==> src/design/cmfr_pkg.sv <==
// Purpose: Shared constants and types of the converter configuration bank
// Assumes: 40 MHz system clock
// Notes:   Command codes double as register addresses on the command port
package cmfr_pkg;

	// Command codes
	localparam logic [7:0] CMD_RC_THRESH  = 8'hc6;
	localparam logic [7:0] CMD_KS_PRETRIG = 8'hc7;
	localparam logic [7:0] CMD_FAST_OFF   = 8'hc8;
	localparam logic [7:0] CMD_PG_POL     = 8'hd0;
	localparam logic [7:0] CMD_FAST_OCP   = 8'hd1;
	localparam logic [7:0] CMD_UNIT_CFG   = 8'hd2;
	localparam logic [7:0] CMD_SCALE_MON  = 8'hd3;
	localparam logic [7:0] CMD_SLEW_LIM   = 8'hd4;
	localparam logic [7:0] CMD_FILTER_SEL = 8'hd5;

	// Transfer lengths in bytes
	localparam logic [3:0] LEN_BYTE  = 4'h1;
	localparam logic [3:0] LEN_WORD  = 4'h2;
	localparam logic [3:0] LEN_MON   = 4'h4;
	localparam logic [3:0] LEN_SLEW  = 4'h8;

	// Reset values
	localparam logic [7:0]  RST_BYTE = 8'h00;
	localparam logic [15:0] RST_OCP  = 16'h0000;
	localparam logic [63:0] RST_SLEW = 64'h0000_0000_0000_0000;

	// Field positions
	localparam int OCP_EN_BIT  = 7;
	localparam int OCP_CNT_LO  = 8;
	localparam int OCP_CNT_HI  = 12;
	localparam int OCP_LVL_HI  = 6;
	localparam logic [15:0] OCP_USED_MASK = 16'h1fff;
	localparam int SLEW_VIN_POS = 48;
	localparam int SLEW_VIN_NEG = 32;
	localparam int SLEW_VOUT_POS = 16;
	localparam int SLEW_VOUT_NEG = 0;

	// Timing
	localparam int CLK_PERIOD_PS = 25000;
	localparam int KS_BASE_NS    = 20000;
	localparam int KS_STEP_NS    = 450;
	localparam int KS_BASE_CYC   = (KS_BASE_NS * 1000 + CLK_PERIOD_PS - 1) / CLK_PERIOD_PS;
	localparam int KS_STEP_CYC   = (KS_STEP_NS * 1000 + CLK_PERIOD_PS - 1) / CLK_PERIOD_PS;
	localparam int MS_NS         = 1000000;
	localparam int MS_CYC        = (MS_NS / CLK_PERIOD_PS) * 1000;

	// Delay unit multiples of one millisecond
	typedef enum logic [1:0] {
		UNIT_1MS   = 2'h0,
		UNIT_10MS  = 2'h1,
		UNIT_100MS = 2'h2,
		UNIT_1S    = 2'h3
	} cmfr_unit_t;

	// Filter path selection codes
	localparam logic [7:0] FILT_VOUT = 8'h00;
	localparam logic [7:0] FILT_IOUT = 8'h01;
	localparam logic [7:0] FILT_FFWD = 8'h02;

endpackage

==> src/design/cmfr_ocp_if.sv <==
// Purpose: Carrier between the register bank and the fast overcurrent filter
// Assumes: All signals on sys_clk
// Notes:   Sample strobe qualifies currentSample
`timescale 1ns/1ps
interface cmfr_ocp_if;
	logic       enable;
	logic [4:0] sampleCount;
	logic [6:0] tripLevel;
	logic       sampleStrobe;
	logic [6:0] currentSample;
	logic       trip;

	modport bank (output enable, output sampleCount, output tripLevel,
		output sampleStrobe, output currentSample, input trip);
	modport filt (input enable, input sampleCount, input tripLevel,
		input sampleStrobe, input currentSample, output trip);
endinterface

==> src/design/cmfr_config_bank.sv <==
// Purpose: Manufacturer configuration and monitor registers with their controls
// Assumes: Command port carries whole byte, word and block transfers in one beat
// Notes:   Pin inputs pass two flip-flops before use
`timescale 1ns/1ps
// Contract
// - Remote trigger when sense reaches threshold
// - Kickstart pretrigger 20 us plus 450 ns/unit
// - Fast input-off at threshold plus offset
// - Power-ok polarity: 0 low, 1 high
// - Bit 7 enables fast overcurrent
// - Bits 12:8 set required over-level samples
// - Bits 6:0 set overcurrent trip level
// - Four 2-bit delay unit fields
// - Delay equals count times unit
// - Read-only monitor: on 31:16, off 15:0
// - Prebias needs input slew within limits
// - Prebias needs output slew within limits
// - Filter select 0 out, 1 current, 2 feed-forward
module cmfr_config_bank #(
	parameter int unsigned MS_CYCLES = cmfr_pkg::MS_CYC
) (
	// Clock and reset
	input  wire logic        sys_clk,
	input  wire logic        arst_n,
	input  wire logic        clkEn,
	// Command port
	input  wire logic        cmdValid,
	input  wire logic        cmdWrite,
	input  wire logic [7:0]  cmdCode,
	input  wire logic [3:0]  cmdLen,
	input  wire logic [63:0] cmdWrData,
	output logic             rspValid,
	output logic [63:0]      rspData,
	output logic             rspError,
	// Pins
	input  wire logic [7:0]  remoteSenseInput,
	input  wire logic [7:0]  vinLevel,
	input  wire logic        vinFallingFast,
	input  wire logic        powerGoodRaw,
	// Converter logic, same clock
	input  wire logic [7:0]  inputOffThreshold,
	input  wire logic [6:0]  currentSample,
	input  wire logic        currentStrobe,
	input  wire logic        kickArm,
	input  wire logic [3:0]  faultStart,
	input  wire logic [31:0] faultCount,
	input  wire logic [15:0] scaleOnCode,
	input  wire logic [15:0] scaleOffCode,
	input  wire logic [15:0] vinSlew,
	input  wire logic [15:0] voutSlew,
	// Controls out
	output logic             remoteTrigger,
	output logic             fastInputOff,
	output logic             powerOkOutput,
	output logic             ocpTrip,
	output logic             kickStart,
	output logic [12:0]      preTrigCycles,
	output logic [3:0]       faultDelayDone,
	output logic             prebiasStartOk,
	output logic [2:0]       filterPath
);
	import cmfr_pkg::*;

	// Reset release
	logic [1:0]  rstPipe_q;
	logic        rst_n;

	// Registers
	logic [7:0]  rcThresh_q;
	logic [7:0]  ksPretrig_q;
	logic [7:0]  fastOffOfs_q;
	logic [7:0]  pgPol_q;
	logic [15:0] fastOcp_q;
	logic [7:0]  unitCfg_q;
	logic [63:0] slewLim_q;
	logic [7:0]  filterSel_q;

	// Pin synchronisers
	logic [17:0] pinMeta_q;
	logic [17:0] pinSync_q;
	logic [7:0]  senseSync;
	logic [7:0]  vinSync;
	logic        fallSync;
	logic        goodSync;

	// Command decode
	logic        lenOk;
	logic        known;
	logic        readOnly;
	logic        wrEn;
	logic [63:0] rdMux;

	// Kickstart timer
	logic [12:0] ksCnt_q;
	logic        ksRun_q;

	cmfr_ocp_if ocpBus ();

	always_ff @(posedge sys_clk or negedge arst_n) begin
		if (!arst_n) begin
			rstPipe_q <= 2'b00;
		end else begin
			rstPipe_q <= {rstPipe_q[0], 1'b1};
		end
	end
	assign rst_n = rstPipe_q[1];

	// Only the second stage is read
	always_ff @(posedge sys_clk or negedge rst_n) begin
		if (!rst_n) begin
			pinMeta_q <= 18'h00000;
			pinSync_q <= 18'h00000;
		end else if (clkEn) begin
			pinMeta_q <= {remoteSenseInput, vinLevel, vinFallingFast, powerGoodRaw};
			pinSync_q <= pinMeta_q;
		end
	end
	assign senseSync = pinSync_q[17:10];
	assign vinSync   = pinSync_q[9:2];
	assign fallSync  = pinSync_q[1];
	assign goodSync  = pinSync_q[0];

	// Command decode
	always_comb begin
		known    = 1'b1;
		readOnly = 1'b0;
		lenOk    = cmdLen == LEN_BYTE;
		rdMux    = 64'h0;
		unique case (cmdCode)
			CMD_RC_THRESH:  rdMux = {56'h0, rcThresh_q};
			CMD_KS_PRETRIG: rdMux = {56'h0, ksPretrig_q};
			CMD_FAST_OFF:   rdMux = {56'h0, fastOffOfs_q};
			CMD_PG_POL:     rdMux = {56'h0, pgPol_q};
			CMD_FAST_OCP: begin
				lenOk = cmdLen == LEN_WORD;
				rdMux = {48'h0, fastOcp_q & OCP_USED_MASK};
			end
			CMD_UNIT_CFG:   rdMux = {56'h0, unitCfg_q};
			CMD_SCALE_MON: begin
				lenOk    = cmdLen == LEN_MON;
				readOnly = 1'b1;
				rdMux    = {32'h0, scaleOnCode, scaleOffCode};
			end
			CMD_SLEW_LIM: begin
				lenOk = cmdLen == LEN_SLEW;
				rdMux = slewLim_q;
			end
			CMD_FILTER_SEL: rdMux = {56'h0, filterSel_q};
			default: begin
				known = 1'b0;
				lenOk = 1'b0;
			end
		endcase
	end

	// Malformed or read-only writes change nothing
	assign wrEn = cmdValid && cmdWrite && known && lenOk && !readOnly;

	always_ff @(posedge sys_clk or negedge rst_n) begin
		if (!rst_n) begin
			rcThresh_q   <= RST_BYTE;
			ksPretrig_q  <= RST_BYTE;
			fastOffOfs_q <= RST_BYTE;
			pgPol_q      <= RST_BYTE;
			fastOcp_q    <= RST_OCP;
			unitCfg_q    <= RST_BYTE;
			slewLim_q    <= RST_SLEW;
			filterSel_q  <= RST_BYTE;
		end else if (clkEn && wrEn) begin
			unique case (cmdCode)
				CMD_RC_THRESH:  rcThresh_q   <= cmdWrData[7:0];
				CMD_KS_PRETRIG: ksPretrig_q  <= cmdWrData[7:0];
				CMD_FAST_OFF:   fastOffOfs_q <= cmdWrData[7:0];
				CMD_PG_POL:     pgPol_q      <= cmdWrData[7:0];
				CMD_FAST_OCP:   fastOcp_q    <= cmdWrData[15:0] & OCP_USED_MASK;
				CMD_UNIT_CFG:   unitCfg_q    <= cmdWrData[7:0];
				CMD_SLEW_LIM:   slewLim_q    <= cmdWrData;
				CMD_FILTER_SEL: filterSel_q  <= cmdWrData[7:0];
				default:        filterSel_q  <= filterSel_q;
			endcase
		end
	end

	// Every taken command answers one cycle later
	always_ff @(posedge sys_clk or negedge rst_n) begin
		if (!rst_n) begin
			rspValid <= 1'b0;
			rspData  <= 64'h0;
			rspError <= 1'b0;
		end else if (clkEn) begin
			rspValid <= cmdValid;
			rspError <= cmdValid && !(known && lenOk && !(cmdWrite && readOnly));
			rspData  <= (cmdValid && !cmdWrite && known && lenOk) ? rdMux : 64'h0;
		end
	end

	// Level controls
	always_ff @(posedge sys_clk or negedge rst_n) begin
		if (!rst_n) begin
			remoteTrigger  <= 1'b0;
			fastInputOff   <= 1'b0;
			powerOkOutput  <= 1'b0;
			prebiasStartOk <= 1'b0;
			filterPath     <= 3'b000;
		end else if (clkEn) begin
			remoteTrigger <= senseSync >= rcThresh_q;
			// Widened sum so a high offset cannot wrap below the threshold
			fastInputOff  <= fallSync &&
				({1'b0, vinSync} < {1'b0, inputOffThreshold} + {1'b0, fastOffOfs_q});
			powerOkOutput <= pgPol_q[0] ? goodSync : !goodSync;
			prebiasStartOk <=
				($signed(vinSlew) <= $signed(slewLim_q[SLEW_VIN_POS +: 16])) &&
				($signed(vinSlew) >= $signed(slewLim_q[SLEW_VIN_NEG +: 16])) &&
				($signed(voutSlew) <= $signed(slewLim_q[SLEW_VOUT_POS +: 16])) &&
				($signed(voutSlew) >= $signed(slewLim_q[SLEW_VOUT_NEG +: 16]));
			filterPath <= {filterSel_q == FILT_FFWD, filterSel_q == FILT_IOUT,
				filterSel_q == FILT_VOUT};
		end
	end

	// Kickstart lead time and its countdown
	always_ff @(posedge sys_clk or negedge rst_n) begin
		if (!rst_n) begin
			preTrigCycles <= 13'h0000;
			ksCnt_q       <= 13'h0000;
			ksRun_q       <= 1'b0;
			kickStart     <= 1'b0;
		end else if (clkEn) begin
			preTrigCycles <= 13'(KS_BASE_CYC) + 13'(KS_STEP_CYC) * {5'h00, ksPretrig_q};
			kickStart     <= ksRun_q && ksCnt_q == 13'h0001;
			if (kickArm) begin
				ksCnt_q <= preTrigCycles;
				ksRun_q <= 1'b1;
			end else if (ksRun_q) begin
				ksCnt_q <= ksCnt_q - 13'h0001;
				ksRun_q <= ksCnt_q != 13'h0001;
			end
		end
	end

	// Fast overcurrent
	assign ocpBus.enable        = fastOcp_q[OCP_EN_BIT];
	assign ocpBus.sampleCount   = fastOcp_q[OCP_CNT_HI:OCP_CNT_LO];
	assign ocpBus.tripLevel     = fastOcp_q[OCP_LVL_HI:0];
	assign ocpBus.sampleStrobe  = currentStrobe;
	assign ocpBus.currentSample = currentSample;
	assign ocpTrip              = ocpBus.trip;

	cmfr_ocp_filter u_ocp (
		.sys_clk (sys_clk),
		.rst_n   (rst_n),
		.clkEn   (clkEn),
		.ocp     (ocpBus.filt)
	);

	// Class 3 output voltage, 2 input voltage, 1 output current, 0 temperature
	genvar gi;
	generate
		for (gi = 0; gi < 4; gi++) begin : g_delay
			cmfr_delay_timer #(
				.MS_CYCLES (MS_CYCLES)
			) u_timer (
				.sys_clk (sys_clk),
				.rst_n   (rst_n),
				.clkEn   (clkEn),
				.start   (faultStart[gi]),
				.count   (faultCount[gi*8 +: 8]),
				.unitSel (cmfr_unit_t'(unitCfg_q[gi*2 +: 2])),
				.done    (faultDelayDone[gi])
			);
		end
	endgenerate
endmodule

==> src/design/cmfr_ocp_filter.sv <==
// Purpose: Fast overcurrent trip after a run of over-level samples
// Assumes: Synchronous reset copy from the bank
// Notes:   A sample count of zero behaves as one
`timescale 1ns/1ps
module cmfr_ocp_filter (
	// Clock and reset
	input  wire logic sys_clk,
	input  wire logic rst_n,
	input  wire logic clkEn,
	// Configuration and samples
	cmfr_ocp_if.filt  ocp
);
	import cmfr_pkg::*;

	logic [4:0] runLen_q;
	logic       trip_q;
	logic       over;

	assign over = ocp.currentSample >= ocp.tripLevel;

	always_ff @(posedge sys_clk or negedge rst_n) begin
		if (!rst_n) begin
			runLen_q <= 5'h00;
		end else if (clkEn) begin
			if (!ocp.enable) begin
				runLen_q <= 5'h00;
			end else if (ocp.sampleStrobe) begin
				// A sample under the level breaks the run
				runLen_q <= over ? ((runLen_q == 5'h1f) ? runLen_q : runLen_q + 5'h01) : 5'h00;
			end
		end
	end

	always_ff @(posedge sys_clk or negedge rst_n) begin
		if (!rst_n) begin
			trip_q <= 1'b0;
		end else if (clkEn) begin
			// Run length reached counts the current sample too
			trip_q <= ocp.enable && ocp.sampleStrobe && over &&
				({1'b0, runLen_q} + 6'h01 >= {1'b0, ocp.sampleCount});
		end
	end

	assign ocp.trip = trip_q;
endmodule

==> src/design/cmfr_delay_timer.sv <==
// Purpose: Fault retry or delay timer, count times selected unit
// Assumes: msCycles clock cycles make one millisecond
// Notes:   A start while running restarts; count zero returns to idle with no done pulse
`timescale 1ns/1ps
module cmfr_delay_timer #(
	parameter int unsigned MS_CYCLES = 40000
) (
	// Clock and reset
	input  wire logic            sys_clk,
	input  wire logic            rst_n,
	input  wire logic            clkEn,
	// Control
	input  wire logic            start,
	input  wire logic [7:0]      count,
	input  wire cmfr_pkg::cmfr_unit_t unitSel,
	// Result
	output logic                 done
);
	import cmfr_pkg::*;

	typedef enum logic [1:0] {TM_IDLE = 2'b00, TM_RUN = 2'b01, TM_DONE = 2'b11} cmfr_tstate_t;

	cmfr_tstate_t state_q;
	logic [31:0]  msCnt_q;
	logic [9:0]   unitCnt_q;
	logic [9:0]   unitLen_q;
	logic [7:0]   remain_q;
	logic         msTick;
	logic         unitTick;

	assign msTick   = msCnt_q == MS_CYCLES - 1;
	assign unitTick = msTick && (unitCnt_q == unitLen_q - 10'h001);

	always_ff @(posedge sys_clk or negedge rst_n) begin
		if (!rst_n) begin
			state_q   <= TM_IDLE;
			msCnt_q   <= 32'h0;
			unitCnt_q <= 10'h000;
			unitLen_q <= 10'h001;
			remain_q  <= 8'h00;
		end else if (clkEn) begin
			if (start) begin
				state_q   <= (count == 8'h00) ? TM_DONE : TM_RUN;
				msCnt_q   <= 32'h0;
				unitCnt_q <= 10'h000;
				remain_q  <= count;
				unique case (unitSel)
					UNIT_1MS:   unitLen_q <= 10'd1;
					UNIT_10MS:  unitLen_q <= 10'd10;
					UNIT_100MS: unitLen_q <= 10'd100;
					UNIT_1S:    unitLen_q <= 10'd1000;
				endcase
			end else begin
				unique case (state_q)
					TM_IDLE: state_q <= TM_IDLE;
					TM_RUN: begin
						msCnt_q <= msTick ? 32'h0 : msCnt_q + 32'h1;
						if (msTick) begin
							unitCnt_q <= unitTick ? 10'h000 : unitCnt_q + 10'h001;
						end
						if (unitTick) begin
							remain_q <= remain_q - 8'h01;
							if (remain_q == 8'h01) begin
								state_q <= TM_DONE;
							end
						end
					end
					TM_DONE: state_q <= TM_IDLE;
					default: state_q <= TM_IDLE;
				endcase
			end
		end
	end

	always_ff @(posedge sys_clk or negedge rst_n) begin
		if (!rst_n) begin
			done <= 1'b0;
		end else if (clkEn) begin
			done <= !start && state_q == TM_RUN && unitTick && remain_q == 8'h01;
		end
	end
endmodule

==> config.mk <==
export PLATFORM = sky130hd
export DESIGN_NAME = cmfr_config_bank
export DESIGN_NICKNAME = d
export VERILOG_FILES = /design/src/design/cmfr_pkg.sv /design/src/design/cmfr_ocp_if.sv /design/src/design/cmfr_config_bank.sv /design/src/design/cmfr_ocp_filter.sv /design/src/design/cmfr_delay_timer.sv
export SDC_FILE = /design/constraint.sdc
export NUM_CORES = 1
export LEC_CHECK = 0
export BUFFER_PORTS_ARGS = -buffer_cell sky130_fd_sc_hd__buf_2
export CAP_MARGIN = 5
export CORE_ASPECT_RATIO = 1.2
export CORE_MARGIN = 2
export CORE_UTILIZATION = 39
export CTS_CLUSTER_DIAMETER = 60
export DETAILED_ROUTE_END_ITERATION = 16
export PLACE_DENSITY = 0.58
export SLEW_MARGIN = 15
export SYNTH_ARGS = -nofsm -noshare
export SYNTH_HDL_FRONTEND = slang
export SYNTH_SLANG_ARGS = --single-unit
==> constraint.sdc <==
create_clock -name sys_clk -period 14.7 [get_ports sys_clk]
set_input_delay 2.94 -clock sys_clk [delete_from_list [all_inputs] [get_ports sys_clk]]
set_output_delay 2.94 -clock sys_clk [all_outputs]
set_load 0.01 [all_outputs]
* Yosys cells after proc, flatten, opt, wreduce, memory -nomap -nowiden
Index checks and enable logic that the tools add are counted.
** Word-level totals
- Flip-flop bits (word level) :: 522
- Input port bits :: 216
- Word-level logic and storage cells :: 312
** Operators by class
- Add/sub/neg operators :: 21
- Multipliers :: 1
- $lt $le $gt $ge :: 8
- Equality and inequality tests :: 56
- Multiplexer cells :: 78
- Reductions and logical operators :: 99
** Operators with widths (number)
- case mux 64 bit (9 select lines) :: 1
- 2-to-1 mux 32 bit :: 12
- 2-to-1 mux 10 bit :: 16
- case mux 10 bit (4 select lines) :: 4
- adder 32 x 1 -> 32 bit, second input constant :: 4
- == test 32 x 16 -> 1 bit, second input constant :: 4
- 2-to-1 mux 8 bit :: 12
- == test 8 bit, second input constant :: 9
- 2-to-1 mux 64 bit :: 1
- adder 10 x 1 -> 10 bit, second input constant :: 4
- == test 10 bit :: 4
- == test 8 x 1 -> 1 bit, second input constant :: 5
- zero test 8 bit :: 5
- 2-to-1 mux 2 bit :: 20
- subtractor 10 x 1 -> 10 bit, second input constant :: 4
- AND reduction 3 bit :: 13
- logical AND 1 bit :: 36
- AND reduction 2 bit :: 17
- greater-or-equal comparator 16 bit :: 2
- <= comparator 16 bit :: 2
- subtractor 8 x 1 -> 8 bit, second input constant :: 4
- 2-to-1 mux 13 bit :: 2
- nonzero test 2 bit :: 13
- != test 3 x 2 -> 1 bit, second input constant :: 8
- other kinds (29) :: 61

* Depth between registers and ports, before layout
- Depth in word-level cells :: 8
- Depth in mapped cells :: 11
- Mapped depth without buffers :: 11

* By module
From an unflattened synthesis, not the netlist that was laid out.
** Unflattened totals
- Cells, all modules :: 2865
- Area, all modules :: 28449.8 um^2
** By module, submodules not included
- cmfr_delay_timer :: times used 4, cells each 396, area each 3480.8 um^2, sequential area each 1477.7 um^2
- cmfr_config_bank :: times used 1, cells each 1206, area each 13877.1 um^2, sequential area each 6581.3 um^2
- cmfr_ocp_filter :: times used 1, cells each 75, area each 649.4 um^2, sequential area each 150.1 um^2

* Least setup slack after synthesis
OpenSTA, ideal clock, no wires.
- Path kind :: input to register
- Start point :: in cmdCode[0]
- End point :: reg slewLim_q[10]
- Setup time :: 0.127 ns
- Data arrival time :: 5.582 ns
- Required time :: 14.573 ns
- Path slack :: 8.991 ns
- Stages :: 10
- Buffers on the path :: 4
- Path through :: clkbuf_1 clkbuf_1 a31oi_1 o2bb2ai_1 xor2_1 or3b_1 buf_2 nor4_4 buf_6 mux2_1
** On the way
- Word-level cells in the longest chain between the ends :: 8
- Elaborated cells between the ends (all ways) :: 20
- Those cells by class :: eq/ne (9); mux (3); reduce/logical (8)
** Ends and longest elaborated chain
- start, declared :: line cmfr_config_bank.sv:29 : input wire logic [7:0] cmdCode,
- == test 8 bit, on equally long branches :: line cmfr_config_bank.sv:129, cmfr_config_bank.sv:170
- OR reduction 9 bit (no line)
- 2-to-1 mux 1 bit :: line cmfr_config_bank.sv:129 : unique case (cmdCode)
- logical AND 1 bit (3 in a row) :: line cmfr_config_bank.sv:157 : assign wrEn = cmdValid && cmdWrite && known && lenOk && !readOnly;
- logical AND 1 bit :: line cmfr_config_bank.sv:169 : end else if (clkEn && wrEn) begin
- AND reduction 2 bit (no line) (*)
- end signal, assigned :: line cmfr_config_bank.sv:177 : CMD_SLEW_LIM: slewLim_q <= cmdWrData;
- end, declared :: line cmfr_config_bank.sv:75 : logic [63:0] slewLim_q;
Every way passes the cells marked *; elsewhere a longest branch is shown, timed or not.
A chain may end at the register's enable or synchronous reset.

* Final worst setup path
- Start point :: in cmdCode[0]
- End point :: reg slewLim_q[61]
The elaborated chain is that of the path after synthesis.

==> impl_metrics.ini <==
[clock_tree]
clock_path_buffers = 3
post_cts_buffers = 0
htree_levels = 2
cts-buffers-inserted = 60
cts_sinks = 505
cts-root-buf = clkbuf_16
path_clk_slew_ps = 60
ctsHoldBuffers = 0
cts_tree = yes
clkLatencyLatePin_ps = 630
post_cts_resized = 0

[pwr]
powerDensity_mw_per_mm2 = 105
ir_worst_vdd_uv = 84.6
p_leak_nw = 14.6
power.total_mw = 3.36

[route]
num_vias = 22439
wl_per_cell_um = 19.0
drt_iter0_drc = 1285
viasPerCell = 5.56
drc = 0
drtAntennaViolNets = 0
firstDrtPassIters = 5
totalWireLength_um = 76500

[timing]
max_freq_mhz = 171
hold_viol_final = 0
tightestPinTransition_ps = 1150
max_slew_margin = 0.231
period_minus_slack_ps = 5850
tns_ps = 0
fin_skew_ps = 44.2
rsz0062_at_grt = false
setup_viol = 0
drv_slew = 0
finalCritPeriodShare = 0.398
setup_ws_ps = 8850

[placement]
dp_hpwl_um = 55600
numPortBuffers = 306
dp_slack_ps = 8200
place_congestion = 0.905

[synth]
synth_top_family_by_area = simple AND/OR/NAND/NOR gates
post_synth_fa_ha_maj_area_fraction = 0.0619
synthMuxAreaShare = 0.0830
synth_ff_type = dfrtp_1
ys_warn_count = 0
syn_inst = 2788
synth-compound-area-share = 0.133
synth_xor_area_frac = 0.0473
synth_edf_count = 0
seq_area_frac_synth = 0.456
synthSimpleGateAreaFrac = 0.179
ys_types = 84
synthArstFlopShare = 1.00
avgSynthCellArea_um2 = 9.95
syn_nets = 3140
synth-seq-cells = 505
synth_area_mm2 = 0.0277

[hold_path]
worstHoldPathType = reg -> async

[run_status]
outcome = finished clean

[global_route]
grt_first_pass_wirelength_um = 123000
grt_pass1_vias = 22661
antenna_found_initial = 24
grtUsageTotal = 0.209
grt_overflow_total = 0
grt_max_degree = 76

[job]
maxCapViolCount = 0

[floorplanning]
fp.coreArea_mm2 = 0.0707
ios = 308
die_width_um = 247
start_util = 0.393
die_h_um = 296
dieArea_mm2 = 0.0733
rows = 107

[critical_path]
path_max_fanout = 64
end_kind = flop
required_ps = 15200
cp.arrival_ps = 6350
crit_path_start_kind = primary input
crit_type = in -> reg

[finish]
utilization = 0.455
layout.nets = 3400
nFillCells = 6816
drive_gt1_frac = 0.189
syn_to_final_growth_pct = 15.8
[where the power goes]
group,switching (mW),total (mW),internal [mW],leakage [nW]
Sequential,0.0622,1.51,1.45,6.79
Combinational,0.202,0.337,0.135,6.78
Clock,0.611,1.52,0.905,1.00
[synthesized netlist by cell type (all sizes together), types with 43 or more instances]
master   number  share of area
nor2        201          0.027
nand3       116          0.021
a21oi        96          0.017
nor4         54          0.014
ha          134          0.060
nand4        61          0.014
xnor2        57          0.018
o21ai       160          0.029
nand2       225          0.030
o2bb2ai      67          0.021
mux2        182          0.074
clkbuf      107          0.014
and3         43         0.0097
inv         137          0.019
dfrtp       501           0.45
xor2         93          0.029
nor3         71          0.013
[state kept, by name, indices dropped and copies added (netlist names), 12 cells and up]
name                       flops
ksCnt_q                       13
slewLim_q                     64
preTrigCycles                 12
pinSync_q                     18
pinMeta_q                     18
g_delay.u_timer.remain_q      32
g_delay.u_timer.msCnt_q      128
fastOcp_q                     13
g_delay.u_timer.unitCnt_q     40
g_delay.u_timer.unitLen_q     24
rspData                       64
[kinds of logic (layout without fill, tap and decap cells)]
kind of cell,after synthesis,in the layout
AO/OA/AOI/OAI,552,552
XOR/XNOR,150,150
adder cells (fa/ha/maj),136,136
buffers and inverters,273,582
flip-flops,505,505
multiplexers,206,206
other,2,13
AND/OR/NAND/NOR,964,964
[final timing paths]
kind                                                 startpoint                              to  slack [ps]  cells after the start
worst max-delay path                                 cmdCode[0]                   slewLim_q[61]        8850                      9
worst min-delay path                               rstPipe_q[1]                     rspData[15]         330                      0
worst max register to register  g_delay[1].u_timer.unitLen_q[0]  g_delay[1].u_timer.remain_q[5]       11080                      9
worst min register to register                     rstPipe_q[1]                     rspData[15]         330                      0
max in group asynchronous                          rstPipe_q[1]   g_delay[3].u_timer.msCnt_q[0]       11430                      3
min in group sys_clk                               rstPipe_q[0]                    rstPipe_q[1]         370                      0
[cell usage in the layout (no fill, tap or decap), drive strengths merged, types with 15 or more instances in the layout]
| cell type | Yosys | layout |
|---|---|---|
| or3 | 27 | 27 |
| nor2 | 201 | 201 |
| nor3 | 71 | 71 |
| o31ai | 21 | 21 |
| xor2 | 93 | 93 |
| xnor2 | 57 | 57 |
| inv | 137 | 142 |
| nand3 | 116 | 116 |
| mux2i | 23 | 23 |
| nand4 | 61 | 61 |
| buf | 26 | 331 |
| ha | 134 | 134 |
| o211ai | 15 | 15 |
| nor4 | 54 | 54 |
| clkbuf | 107 | 85 |
| nand2b | 38 | 38 |
| nor4b | 18 | 18 |
| a31oi | 22 | 22 |
| a21oi | 96 | 96 |
| o21ai | 160 | 160 |
| o2bb2ai | 67 | 67 |
| dfrtp | 501 | 501 |
| nor2b | 25 | 25 |
| clkinv | 3 | 17 |
| mux2 | 182 | 182 |
| and3 | 43 | 43 |
| nand2 | 225 | 225 |
| a21o | 26 | 26 |
| a22oi | 25 | 25 |
[critical path, stage by stage]
cell and delay [ps]:
buf_2 310, nor4b_1 500, a31oi_1 90, o2bb2ai_1 200, xor2_1 100, or3b_1 650
nor4_4 350, buf_4 740, mux2_1 390
[per-layer routing]
layer,up-vias,GRT usage,part of all wire
met5,-,0,0.0016
met2,578,0.357,0.49
met4,18,0.0751,0.037
met1,11039,0.254,0.40
met3,169,0.0530,0.071
li1,10635,-,-
[per-stage QoR]
step	instance area, um^2	hold slack, ps	instances
2_1_floorplan	27700	331	2788
3_3_place_gp	30100	334	3912
3_5_place_dp	30100	350	3912
4_1_cts	32100	354	4023
5_1_grt	32100	383	4028
6_report	32100	331	4034
[area by class of cell]
cell class | count | area (um^2) | area share
diodes | 11 | 27.5 | 0.000856
clock buffers | 85 | 1730 | 0.0537
clock inverters | 26 | 300 | 0.00934
inverters | 140 | 528 | 0.0164
multi-input cells | 2010 | 14000 | 0.437
flip-flops and latches | 505 | 12600 | 0.393
well taps | 926 | 1160 | 0.0360
repair buffers | 331 | 1720 | 0.0536
Power figures use the tool's default switching activity.
